### src/vrs_pkg.sv
// shared constants for the video receiver sideband block
package vrs_pkg;
   localparam int CLK_HZ = 200_000_000;
   localparam int HPD_WAIT_MS = 1000;
   localparam longint HPD_WAIT_CYC_L = (longint'(CLK_HZ) / 1000) * HPD_WAIT_MS;
   localparam int HPD_WAIT_CYC = int'(HPD_WAIT_CYC_L);
   localparam int MGMT_AW = 8;
   localparam int MGMT_DW = 8;
   localparam int AUX_DW = 72;
   localparam int PKT_AW = 7;
   localparam int ACR_W = 20;
   localparam int GCP_W = 6;
   localparam int AVI_W_FRL = 123;
   localparam int AVI_W_STD = 112;
   localparam int VSI_W = 61;
   localparam int AUD_DW = 256;
   localparam int AUD_MW = 165;
   localparam int FMT_W = 5;
   localparam int FMT_3D_FIRST = 4;
   localparam int FIFO_DEPTH = 8;
   // management register indices
   localparam logic [7:0] REG_STATUS = 8'h00;
   localparam logic [7:0] REG_SCRATCH = 8'h01;
   localparam logic [7:0] REG_GCP = 8'h02;
   localparam logic [7:0] REG_FMT = 8'h03;
   localparam logic [7:0] REG_CRC_ERRS = 8'h04;
   localparam logic [7:0] SCRATCH_RST = 8'h00;
   typedef enum logic [1:0] {VRS_IDLE, VRS_PKT} vrs_pkt_state_t;
endpackage

### src/vrs_fifo.sv
// small valid/ready word buffer
`timescale 1ns/1ps
module vrs_fifo
   import vrs_pkg::*;
#(
   parameter int WIDTH = 74,
   parameter int DEPTH = 8
) (
   // clock and reset
   input wire logic clk,
   input wire logic rst_n,
   // fill side
   input wire logic in_valid,
   output logic in_ready,
   input wire logic [WIDTH-1:0] in_data,
   // drain side
   output logic out_valid,
   input wire logic out_ready,
   output logic [WIDTH-1:0] out_data
);
   localparam int AW = $clog2(DEPTH);
   if (DEPTH < 2 || (1 << AW) != DEPTH) begin : g_bad_depth
      $error("depth must be a power of two");
   end
   logic [WIDTH-1:0] mem_q [DEPTH];
   logic [AW:0] wr_q, rd_q;
   logic push, pop;
   assign in_ready = (wr_q - rd_q) != (AW+1)'(DEPTH);
   assign out_valid = wr_q != rd_q;
   assign push = in_valid && in_ready;
   assign pop = out_valid && out_ready;
   // head entry read straight from the array, no extra latency
   assign out_data = mem_q[rd_q[AW-1:0]];
   always_ff @(posedge clk) begin
      if (push) begin
         mem_q[wr_q[AW-1:0]] <= in_data;
      end
   end
   always_ff @(posedge clk or negedge rst_n) begin
      if (!rst_n) begin
         wr_q <= '0;
         rd_q <= '0;
      end else begin
         if (push) wr_q <= wr_q + 1'b1;
         if (pop) rd_q <= rd_q + 1'b1;
      end
   end
endmodule // vrs_fifo

### src/vrs_sideband.sv
// sideband outputs: hot-plug, ratio flag, management port, aux stream, audio
`timescale 1ns/1ps
// Functional notes
// hot-plug low without power or reset
// hot-plug high after one second power
// ratio flag one for ratio forty
// management port eight-bit address and read
// controller writes with strobe, address, data
// aux words qualified by valid
// start and end flags mark packets
// error flag on packet CRC failure
// aux and audio outputs need options
// packets written to external buffer
// twenty-bit cycle count and divider outputs
// six-bit general control bundle output
// infoframe width depends on fixed-rate support
// format bit four flags first eight
// read data one cycle after strobe
module vrs_sideband
   import vrs_pkg::*;
#(
   parameter bit SUPPORT_AUX = 1'b1,
   parameter bit SUPPORT_AUDIO = 1'b1,
   parameter bit SUPPORT_FRL = 1'b0,
   parameter int HPD_CYCLES = HPD_WAIT_CYC,
   parameter int FIFO_D = FIFO_DEPTH,
   localparam int AVI_W = SUPPORT_FRL ? AVI_W_FRL : AVI_W_STD
) (
   // clock and reset
   input wire logic CLK_SYS,
   input wire logic RESETN,
   // cable and link status
   input wire logic CABLE_POWER_SENSE,
   input wire logic HIGH_RATIO_LINK,
   input wire logic FRL_MODE,
   output logic HOTPLUG_REQ,
   output logic BIT_CLOCK_RATIO_FLAG,
   // management port
   input wire logic [MGMT_AW-1:0] MGMT_ADDR,
   input wire logic MGMT_RD,
   input wire logic MGMT_WR,
   input wire logic [MGMT_DW-1:0] MGMT_WDATA,
   output logic [MGMT_DW-1:0] MGMT_RDATA,
   // decoded packet words from the receiver core
   input wire logic RX_VALID,
   output logic RX_READY,
   input wire logic [AUX_DW-1:0] RX_DATA,
   input wire logic RX_SOP,
   input wire logic RX_EOP,
   input wire logic RX_CRC_BAD,
   // auxiliary stream
   output logic AUX_VALID,
   input wire logic AUX_READY,
   output logic [AUX_DW-1:0] AUX_DATA,
   output logic AUX_SOP,
   output logic AUX_EOP,
   output logic AUX_ERROR,
   // packet buffer write port
   output logic [PKT_AW-1:0] PKT_ADDR,
   output logic [AUX_DW-1:0] PKT_DATA,
   output logic PKT_WR,
   // decoded status bundles
   input wire logic [GCP_W-1:0] RX_GCP,
   input wire logic [AVI_W-1:0] RX_AVI,
   input wire logic [VSI_W-1:0] RX_VSI,
   output logic [GCP_W-1:0] GCP,
   output logic [AVI_W-1:0] INFO_AVI,
   output logic [VSI_W-1:0] INFO_VSI,
   // audio
   input wire logic [ACR_W-1:0] RX_CTS,
   input wire logic [ACR_W-1:0] RX_N,
   input wire logic RX_SAMPLE_VALID,
   input wire logic [AUD_DW-1:0] RX_AUDIO,
   input wire logic [AUD_MW-1:0] RX_AUDIO_META,
   input wire logic [FMT_W-1:0] RX_AUDIO_FMT,
   input wire logic RX_3D_FIRST8,
   output logic [ACR_W-1:0] AUDIO_CTS,
   output logic [ACR_W-1:0] AUDIO_N,
   output logic [AUD_DW-1:0] AUDIO_DATA,
   output logic SAMPLE_VALID,
   output logic [AUD_MW-1:0] AUDIO_META,
   output logic [FMT_W-1:0] AUDIO_FORMAT
);
   localparam int HPD_CW = $clog2(HPD_CYCLES + 1);
   localparam int FW = AUX_DW + 3;
   // elaboration checks refuse settings the logic cannot serve
   if (HPD_CYCLES < 1) begin : g_bad_wait
      $error("hot-plug wait must be at least one cycle");
   end
   if (SUPPORT_AUDIO && !SUPPORT_AUX) begin : g_bad_audio
      $error("audio needs aux support");
   end

   // reset release through two flops
   logic rst_s1_q, rst_n_q;
   always_ff @(posedge CLK_SYS or negedge RESETN) begin
      if (!RESETN) begin
         rst_s1_q <= 1'b0;
         rst_n_q <= 1'b0;
      end else begin
         rst_s1_q <= 1'b1;
         rst_n_q <= rst_s1_q;
      end
   end

   // cable power sense: three flops, change accepted when last two agree
   logic [2:0] pwr_sync_q;
   logic pwr_q;
   always_ff @(posedge CLK_SYS or negedge rst_n_q) begin
      if (!rst_n_q) begin
         pwr_sync_q <= 3'h0;
         pwr_q <= 1'b0;
      end else begin
         pwr_sync_q <= {pwr_sync_q[1:0], CABLE_POWER_SENSE};
         if (pwr_sync_q[1] == pwr_sync_q[2]) pwr_q <= pwr_sync_q[2];
      end
   end

   // hot-plug timer; counts only while power is seen
   // power loss wins over the timer, so a dip restarts the full wait
   logic [HPD_CW-1:0] hpd_cnt_q;
   logic hpd_q;
   always_ff @(posedge CLK_SYS or negedge rst_n_q) begin
      if (!rst_n_q) begin
         hpd_cnt_q <= '0;
         hpd_q <= 1'b0;
      end else if (!pwr_q) begin
         // drop on power loss
         hpd_cnt_q <= '0;
         hpd_q <= 1'b0;
      end else if (hpd_cnt_q == HPD_CW'(HPD_CYCLES - 1)) begin
         // raise after wait
         hpd_q <= 1'b1;
      end else begin
         hpd_cnt_q <= hpd_cnt_q + 1'b1;
      end
   end
   assign HOTPLUG_REQ = hpd_q;

   // ratio forty flag, zero in fixed-rate mode
   // both link pins cross domains: three flops each, change taken when last two agree
   logic [2:0] ratio_sync_q;
   logic [2:0] frl_sync_q;
   logic ratio_st_q;
   logic frl_st_q;
   logic ratio_st_d;
   logic frl_st_d;
   logic ratio_q;
   always_comb begin
      ratio_st_d = ratio_st_q;
      frl_st_d = frl_st_q;
      if (ratio_sync_q[1] == ratio_sync_q[2]) ratio_st_d = ratio_sync_q[2];
      if (frl_sync_q[1] == frl_sync_q[2]) frl_st_d = frl_sync_q[2];
   end
   always_ff @(posedge CLK_SYS or negedge rst_n_q) begin
      if (!rst_n_q) begin
         ratio_sync_q <= 3'h0;
         frl_sync_q <= 3'h0;
         ratio_st_q <= 1'b0;
         frl_st_q <= 1'b0;
         ratio_q <= 1'b0;
      end else begin
         ratio_sync_q <= {ratio_sync_q[1:0], HIGH_RATIO_LINK};
         frl_sync_q <= {frl_sync_q[1:0], FRL_MODE};
         ratio_st_q <= ratio_st_d;
         frl_st_q <= frl_st_d;
         // flag follows the agreed values, same lag as power sense
         ratio_q <= ratio_st_d && !frl_st_d;
      end
   end
   assign BIT_CLOCK_RATIO_FLAG = ratio_q;

   // management registers
   logic [MGMT_DW-1:0] scratch_q;
   logic [MGMT_DW-1:0] rdata_q;
   logic [MGMT_DW-1:0] crc_errs_q;
   logic [FMT_W-1:0] fmt_q;
   logic [GCP_W-1:0] gcp_q;
   // write taken on strobe
   always_ff @(posedge CLK_SYS or negedge rst_n_q) begin
      if (!rst_n_q) begin
         scratch_q <= SCRATCH_RST;
      end else if (MGMT_WR && MGMT_ADDR == REG_SCRATCH) begin
         scratch_q <= MGMT_WDATA;
      end
   end
   // reads have no side effects, so polling is safe
   // read one cycle after strobe
   always_ff @(posedge CLK_SYS or negedge rst_n_q) begin
      if (!rst_n_q) begin
         rdata_q <= '0;
      end else if (MGMT_RD) begin
         case (MGMT_ADDR)
            REG_STATUS: rdata_q <= {5'h00, ratio_q, pwr_q, hpd_q};
            REG_SCRATCH: rdata_q <= scratch_q;
            REG_GCP: rdata_q <= {2'h0, gcp_q};
            REG_FMT: rdata_q <= {3'h0, fmt_q};
            REG_CRC_ERRS: rdata_q <= crc_errs_q;
            default: rdata_q <= 8'h00;
         endcase
      end
   end
   assign MGMT_RDATA = rdata_q;

   // aux stream through the buffer so the consumer can stall
   // eight words absorb a short consumer stall without losing input
   logic fifo_out_valid;
   logic [FW-1:0] fifo_out;
   logic fifo_in_ready;
   logic pkt_wr_q;
   logic aux_ready_eff;
   assign aux_ready_eff = SUPPORT_AUX ? AUX_READY : 1'b1;
   assign RX_READY = fifo_in_ready;

   vrs_fifo #(
      .WIDTH(FW),
      .DEPTH(FIFO_D)
   ) u_fifo (
      .clk(CLK_SYS),
      .rst_n(rst_n_q),
      .in_valid(RX_VALID),
      .in_ready(fifo_in_ready),
      .in_data({RX_SOP, RX_EOP, RX_CRC_BAD, RX_DATA}),
      .out_valid(fifo_out_valid),
      .out_ready(aux_ready_eff),
      .out_data(fifo_out)
   );

   logic take;
   assign take = fifo_out_valid && aux_ready_eff;

   // stream only with aux support
   // word qualified by valid
   assign AUX_VALID = SUPPORT_AUX && fifo_out_valid;
   assign AUX_DATA = SUPPORT_AUX ? fifo_out[AUX_DW-1:0] : '0;
   // packet boundary flags
   assign AUX_SOP = SUPPORT_AUX && fifo_out_valid && fifo_out[FW-1];
   assign AUX_EOP = SUPPORT_AUX && fifo_out_valid && fifo_out[FW-2];
   // crc failure marked on the word
   assign AUX_ERROR = SUPPORT_AUX && fifo_out_valid && fifo_out[FW-3];

   // error counter saturates rather than wraps
   always_ff @(posedge CLK_SYS or negedge rst_n_q) begin
      if (!rst_n_q) begin
         crc_errs_q <= '0;
      end else if (take && fifo_out[FW-3] && crc_errs_q != 8'hff) begin
         crc_errs_q <= crc_errs_q + 1'b1;
      end
   end

   // packet buffer writes, address restarts at packet start
   // a word without a start flag keeps counting from the last address
   logic [PKT_AW-1:0] pkt_addr_q;
   logic [AUX_DW-1:0] pkt_data_q;
   vrs_pkt_state_t pst_q;
   always_ff @(posedge CLK_SYS or negedge rst_n_q) begin
      if (!rst_n_q) begin
         pkt_addr_q <= '0;
         pkt_data_q <= '0;
         pkt_wr_q <= 1'b0;
         pst_q <= VRS_IDLE;
      end else begin
         pkt_wr_q <= SUPPORT_AUX && take;
         if (take) begin
            pkt_data_q <= fifo_out[AUX_DW-1:0];
            case (pst_q)
               VRS_IDLE: pkt_addr_q <= fifo_out[FW-1] ? '0 : pkt_addr_q + 1'b1;
               VRS_PKT: pkt_addr_q <= fifo_out[FW-1] ? '0 : pkt_addr_q + 1'b1;
               default: pkt_addr_q <= '0;
            endcase
            pst_q <= fifo_out[FW-2] ? VRS_IDLE : VRS_PKT;
         end
      end
   end
   assign PKT_ADDR = pkt_addr_q;
   assign PKT_DATA = pkt_data_q;
   assign PKT_WR = pkt_wr_q;

   // status bundles registered
   logic [AVI_W-1:0] avi_q;
   logic [VSI_W-1:0] vsi_q;
   always_ff @(posedge CLK_SYS or negedge rst_n_q) begin
      if (!rst_n_q) begin
         gcp_q <= '0;
         avi_q <= '0;
         vsi_q <= '0;
      end else if (SUPPORT_AUX) begin
         // control bundle
         gcp_q <= RX_GCP;
         // width set by fixed-rate option
         avi_q <= RX_AVI;
         vsi_q <= RX_VSI;
      end
   end
   assign GCP = gcp_q;
   assign INFO_AVI = avi_q;
   assign INFO_VSI = vsi_q;

   // audio outputs
   logic [ACR_W-1:0] cts_q, n_q;
   logic [AUD_DW-1:0] aud_q;
   logic [AUD_MW-1:0] meta_q;
   logic sv_q;
   // audio needs both options
   // twenty-bit regeneration values
   always_ff @(posedge CLK_SYS or negedge rst_n_q) begin
      if (!rst_n_q) begin
         cts_q <= '0;
         n_q <= '0;
      end else if (SUPPORT_AUX && SUPPORT_AUDIO) begin
         cts_q <= RX_CTS;
         n_q <= RX_N;
      end
   end
   // samples held between valid strobes
   always_ff @(posedge CLK_SYS or negedge rst_n_q) begin
      if (!rst_n_q) begin
         aud_q <= '0;
         meta_q <= '0;
         sv_q <= 1'b0;
      end else if (SUPPORT_AUX && SUPPORT_AUDIO) begin
         sv_q <= RX_SAMPLE_VALID;
         if (RX_SAMPLE_VALID) aud_q <= RX_AUDIO;
         meta_q <= RX_AUDIO_META;
      end
   end
   // first eight of 3d sample
   // the 3d marker overrides bit four of the raw format
   always_ff @(posedge CLK_SYS or negedge rst_n_q) begin
      if (!rst_n_q) begin
         fmt_q <= '0;
      end else if (SUPPORT_AUX && SUPPORT_AUDIO) begin
         fmt_q <= RX_AUDIO_FMT;
         fmt_q[FMT_3D_FIRST] <= RX_3D_FIRST8;
      end
   end
   assign AUDIO_CTS = cts_q;
   assign AUDIO_N = n_q;
   assign AUDIO_DATA = aud_q;
   assign SAMPLE_VALID = sv_q;
   assign AUDIO_META = meta_q;
   assign AUDIO_FORMAT = fmt_q;
endmodule // vrs_sideband

### config.mk
export PLATFORM = sky130hd
export DESIGN_NAME = vrs_sideband
export DESIGN_NICKNAME = d
export VERILOG_FILES = /design/src/vrs_pkg.sv /design/src/vrs_fifo.sv /design/src/vrs_sideband.sv
export SDC_FILE = /design/constraint.sdc
export NUM_CORES = 1
export LEC_CHECK = 0
export BUFFER_PORTS_ARGS = -buffer_cell sky130_fd_sc_hd__buf_2
export CAP_MARGIN = 25
export CORE_AREA = 2 2 611 613
export CTS_CLUSTER_DIAMETER = 50
export CTS_CLUSTER_SIZE = 12
export DETAILED_ROUTE_END_ITERATION = 10
export DIE_AREA = 0 0 613 615
export SYNTH_ARGS = -nofsm -noshare
export SYNTH_HDL_FRONTEND = slang
export SYNTH_SLANG_ARGS = --single-unit
export TNS_END_PERCENT = 5
### constraint.sdc
create_clock -name CLK_SYS -period 48 [get_ports CLK_SYS]
set_input_delay 4.8 -clock CLK_SYS [delete_from_list [all_inputs] [get_ports CLK_SYS]]
set_output_delay 4.8 -clock CLK_SYS [all_outputs]
set_load 0.005 [all_outputs]
Word-level counts from Yosys, hierarchy flattened
Memory sizes are Yosys's and may differ from the RTL's. Index checks and enable logic that the tools add are counted. Widths: inputs -> output; s select.

Register bits: 804. RAM bits: 600. Memories: 1. Word-level logic and storage cells: 75. Output and inout port bits: 813. Input port bits: 747.

Memory list: u_fifo.mem_q (depth 8, width 75, read ports 1, clocked after Yosys merged registers in 0, wr ports 1, RTL line vrs_fifo.sv:25) `logic [WIDTH-1:0] mem_q [DEPTH];`.

Muxes and demuxes: 12. Add/subtract/negate cells: 6. Reduce and logical (&&, ||, !) cells: 13. Eq/ne operators: 14.

Operators by type and width (number): $mux 28 (2); $pmux 8 s5 (1); $add 28x1->28 const B (1); $eq 28x28->1 const B (1); $eq 8x2->1 const B (2); $mux 7 (2); $logic_and 1x1->1 (9); $add 4x1->4 const B (2); $add 8x1->8 const B (1); $eq 8x1->1 const B (1); $eq 8x3->1 const B (1); $logic_not 8->1 (1); $ne 8x8->1 const B (1); $add 7x1->7 const B (1); $mux 1 (7); $ne 4x4->1 (1); $ne 4x4->1 const B (1); $sub 4x4->4 (1); $eq 1x1->1 (3); $eq 2x1->1 const B (1); $logic_not 2->1 (1); $ne 2x1->1 const B (1); $ne 2x2->1 const B (1); $reduce_or 2->1 (1); $logic_not 1->1 (1).

Depth between registers and ports, before layout
Depth after elaboration: 5. Gate-level depth with buffers: 11. Mapped depth without buffers: 7.

Cells and area by module
Synthesis repeated with hierarchy kept, for this count alone.

Cells, all modules: 2619. Area total of the unflattened synthesis: 48401.4 um2.

By module, submodules not included: vrs_sideband (cells an instance 1538, instances 1, area each 25311.8 um2, seq. area each 19869.1 um2); vrs_fifo (cells an instance 1081, instances 1, area each 23089.6 um2, seq. area each 18217.5 um2).

Least setup slack after synthesis
No wires, ideal clock.

Kind: in2reg. Start point: input RX_VALID. End point: memory u_fifo.mem_q[2][0] (netlist bit), enable pin. Path buffers: 0. Required time: 47.281 ns. Cell stages on the path: 2. Data arrival time: 12.715 ns. Setup time: 0.719 ns. Path slack: 34.566 ns. Cell sequence: o221ai_2 > nor4b_1.

Longest elaborated chain between the ends: 3.

Ends and longest elaborated chain: from (decl) (RTL line vrs_sideband.sv:45) `input wire logic RX_VALID,`; $logic_and 1x1->1 (RTL line vrs_fifo.sv:30) `assign push = in_valid && in_ready;`; $mux 1 (RTL line vrs_fifo.sv:35) `if (push) begin`; $mux 1 (not written as such) (RTL line vrs_fifo.sv:36) `mem_q[wr_q[AW-1:0]] <= in_data;`; to (decl) (RTL line vrs_fifo.sv:25).

No other way between the ends.

Worst setup path in the final report
Start point: register u_fifo.rd_q[0]. End point: output AUX_ERROR.

Longest elaborated chain between the ends: 2. Elaborated cells on any way between the ends: 3. Classes of those cells: eq/ne: 1; reduce/logical: 1; memory: 1.

Ends and longest elaborated chain: from (decl) (RTL line vrs_fifo.sv:26) `logic [AW:0] wr_q, rd_q;`; from (signal assigned) (RTL line vrs_fifo.sv:45) `if (pop) rd_q <= rd_q + 1'b1;`; $mem_v2 8x75 or $ne 4x4->1 (tied branches); $logic_and 1x1->1 (*) (RTL line vrs_sideband.sv:240) `assign AUX_ERROR = SUPPORT_AUX && fifo_out_valid && fifo_out[FW-3];`; to (decl) (RTL line vrs_sideband.sv:57) `output logic AUX_ERROR,`.

Every way passes the cells marked *; elsewhere a longest branch is shown, timed or not.

==> impl_metrics.py <==
metrics = {
    "status": {
        "status": "completed",
    },
    "sta": {
        "slew_headroom_pct": 17.7,
        "tns_ps": 0,
        "fin_crit_ps": 8690,
        "rsz0062_at_grt": "no",
        "drv_slew": 0,
        "setup_viol": 0,
        "skew_ps": 46.4,
        "finalCritPeriodShare_pct": 18.1,
        "tightestPinTransition_ps": 1230,
        "fmax_mhz": 115,
        "hold_violations": 0,
    },
    "floorplanning": {
        "pin_count": 1560,
        "die_h_um": 615,
        "core_um2": 371000,
        "num_rows": 224,
        "dieArea_um2": 377000,
        "start_util_pct": 13.0,
        "fp.dieW_um": 613,
    },
    "worst_setup_path": {
        "worstSetupPathType": "reg2out",
        "endpoint_kind": "output pin",
        "crit_path_start_kind": "register",
        "critPathRequiredTime_ps": 43200,
        "r2r-end": "INFO_AVI[93]",
        "r2r_cells": 5,
        "max_stage_delay_ps": 790,
        "r2r-start": "rst_n_q",
        "r2r_slack_ps": 43390,
        "path_max_fanout": 36,
        "cp_cell_sequence": "buf_12, buf_4, mux2i_1, mux4_2, nor2_1, buf_2",
        "crit_slowest_cell": "dfrtp_4",
        "cp.arrival_ps": 3890,
    },
    "clock_tree": {
        "cts_max_path_buffers": 4,
        "cts_resized": 0,
        "cts_hold_buffers": 0,
        "root_buffer": "clkbuf_16",
        "h-tree-depth": 4,
        "numCtsBuffers": 197,
        "cts_tree": "yes",
        "post_cts_buffers": 0,
        "clk_latency_ps": 880,
        "clkTransAtPathRegs_ps": 60,
        "clock-sinks": 1402,
    },
    "global_route": {
        "grt_pass1_wl_um": 366000,
        "grt_max_degree": 175,
        "gr-total-overflow": 0,
        "grt_usage_pct": 15.1,
        "grt_pass1_vias": 33103,
        "antenna_found_initial": 368,
    },
    "power": {
        "p_sw_mw": 1.20,
        "p_seq_share_pct": 40.0,
        "pwr_density_cell_nw_per_um2": 54.7,
        "power.internal_mw": 2.60,
        "finalPower_mw": 3.80,
        "irDropWorstVdd_mv": 0.0386,
        "p_leak_nw": 27.9,
        "combPwrFrac_pct": 21.6,
        "switching_share_pct": 31.5,
        "clkPwrFrac_pct": 38.4,
    },
    "synthesis": {
        "yosysTopAreaCellShare_pct": 41.6,
        "seq_area_frac_synth_pct": 78.9,
        "synth_flop_cell": "dfrtp_1",
        "ys_top_cells_by_area": "dfrtp_1, edfxtp_1, mux4_2",
        "ys_warn_count": 0,
        "ys_ff_latch": 1402,
        "synth_edf_count": 600,
        "yosysMostFrequentCell": "dfrtp_1",
        "synthArstFlopShare_pct": 57.2,
        "yosysUniqueCellTypes": 48,
        "yosysTopAreaCell": "dfrtp_1",
        "synth_area_per_cell_um2": 18.8,
        "ys_top_cells_by_count": "dfrtp_1, edfxtp_1, mux2_2, nand2_1, mux4_2",
        "syn-num-nets": 3323,
        "syn-cell-area_um2": 48300,
        "syn_inst": 2568,
    },
    "layout": {
        "fill_cells": 40001,
        "areaGrowthSynthToFinish_pct": 43.7,
        "regArea_um2": 38100,
        "final_nets": 5018,
        "multiInputGateArea_um2": 9750,
        "drive_gt1_share_pct": 53.2,
    },
    "drt": {
        "drt_pass1_iterations": 6,
        "vias": 33192,
        "met1_length_um": 95900,
        "post_drt_via_cell_ratio": 3.46,
        "drtIter0Drc": 2591,
        "wl_met2_um": 139000,
        "wl_per_cell_um": 30.8,
        "wl_um": 295000,
        "routed.top_layer": "met5",
        "ant_nets": 0,
        "wl_met3_um": 43400,
        "drc": 0,
    },
    "place": {
        "io_buffers": 1558,
        "hpwl_um": 240000,
        "place_congestion": 1.22,
    },
    "hold_path": {
        "holdCritStartpoint": "rst_s1_q",
        "worstHoldPathCells": 0,
        "min_path_type": "reg2reg",
        "hold_path_end": "rst_n_q",
    },
    "run": {
        "cap_violations": 0,
    },
}
[power groups by stage]
| stage | Clock [mW] | Combinational, mW | Sequential (mW) |
|---|---|---|---|
| 2_1_floorplan | 0 | 0.418 | 1.53 |
| 3_3_place_gp | 0 | 0.827 | 1.54 |
| 3_5_place_dp | 0 | 0.841 | 1.54 |
| 4_1_cts | 1.50 | 0.844 | 1.52 |
| 5_1_grt | 1.54 | 0.885 | 1.54 |
| 6_report | 1.46 | 0.822 | 1.52 |
[critical path, delay by kind of cell (launching register included)]
kind / cells / cell delay, ps
buffers and inverters: 3 / 1060
muxes: 2 / 900
DFF: 1 / 790
and+or+nand+nor: 1 / 200
[through the flow]
| stage | cell area (µm²) | util [%] | setup slack (ps) | hold slack, ps | instances |
|---|---|---|---|---|---|
| final | 69400 | 18.7 | 39310 | 356 | 9591 |
| after global routing | 69300 | 18.7 | 38960 | 362 | 9541 |
| after CTS | 68900 | 18.6 | 38980 | 357 | 9393 |
| after detailed placement | 62300 | 16.8 | 39960 | 343 | 9035 |
| after global placement | 62300 | 16.8 | 39860 | 337 | 9034 |
| after floorplan | 48300 | - | 23990 | 331 | 2568 |
[state kept, by name, indices dropped and copies added (netlist names), 28 cells and up]
register	flops
AUDIO_DATA	256
AUDIO_META	165
INFO_AVI	112
INFO_VSI	61
PKT_DATA	72
hpd_cnt_q	28
u_fifo.mem_q	600
[layout make-up]
type,instances,share of cell area (%)
inverter,19,0.114
multi-input combinational,1040,14.0
timing repair buffer,1603,11.8
sequential,1402,54.9
clock buffer,252,7.56
clock inverter,106,1.88
antenna,197,0.710
tap,4972,8.96
[cell families (layout without fill, tap and decap cells)]
group,Yosys count,after routing,synth area share [%]
DFF,1402,1402,78.9
and+or+nand+nor,439,439,3.99
muxes,431,431,13.5
AOI/OAI and AO/OA,126,126,1.70
buffers and inverters,126,1980,1.03
xor gates and xnor gates,32,32,0.580
adders and majority gates,11,11,0.270
other,1,198,0.00777
[routing by layer]
| layer | vias up | global-route usage [%] |
|---|---|---|
| met5 | - | 0.817 |
| met4 | 200 | 7.51 |
| met3 | 896 | 10.1 |
| met2 | 2210 | 24.4 |
| met1 | 16715 | 14.5 |
| li1 | 13171 | - |
[worst max-delay path by stage]
stage,start,end,cells after the start
6_report,u_fifo.rd_q[0],AUX_ERROR,6
5_1_grt,u_fifo.rd_q[0],AUX_ERROR,6
4_1_cts,u_fifo.rd_q[0],AUX_ERROR,6
3_5_place_dp,u_fifo.rd_q[0],AUX_ERROR,6
3_3_place_gp,u_fifo.rd_q[0],AUX_ERROR,5
2_1_floorplan,rst_n_q,AUDIO_CTS[0],0
[layout by cell type (no fill, tap or decap), types with 11 or more instances in the layout]
master,netlist,final
a31oi_1,76,76
and2_1,20,20
buf_2,16,1557
buf_4,1,40
clkbuf_1,75,44
clkbuf_16,0,197
clkbuf_8,0,11
clkinvlp_4,0,13
dfrtp_1,802,798
diode_2,0,197
edfxtp_1,600,600
inv_1,18,17
inv_6,0,29
inv_8,0,20
mux2_2,270,270
mux4_2,151,151
nand2_1,244,244
nand3_1,15,15
nand4_1,12,12
nor2_1,94,94
o21ai_0,15,15
xnor2_1,24,24
No activity file was read; power rests on OpenSTA's default activity.
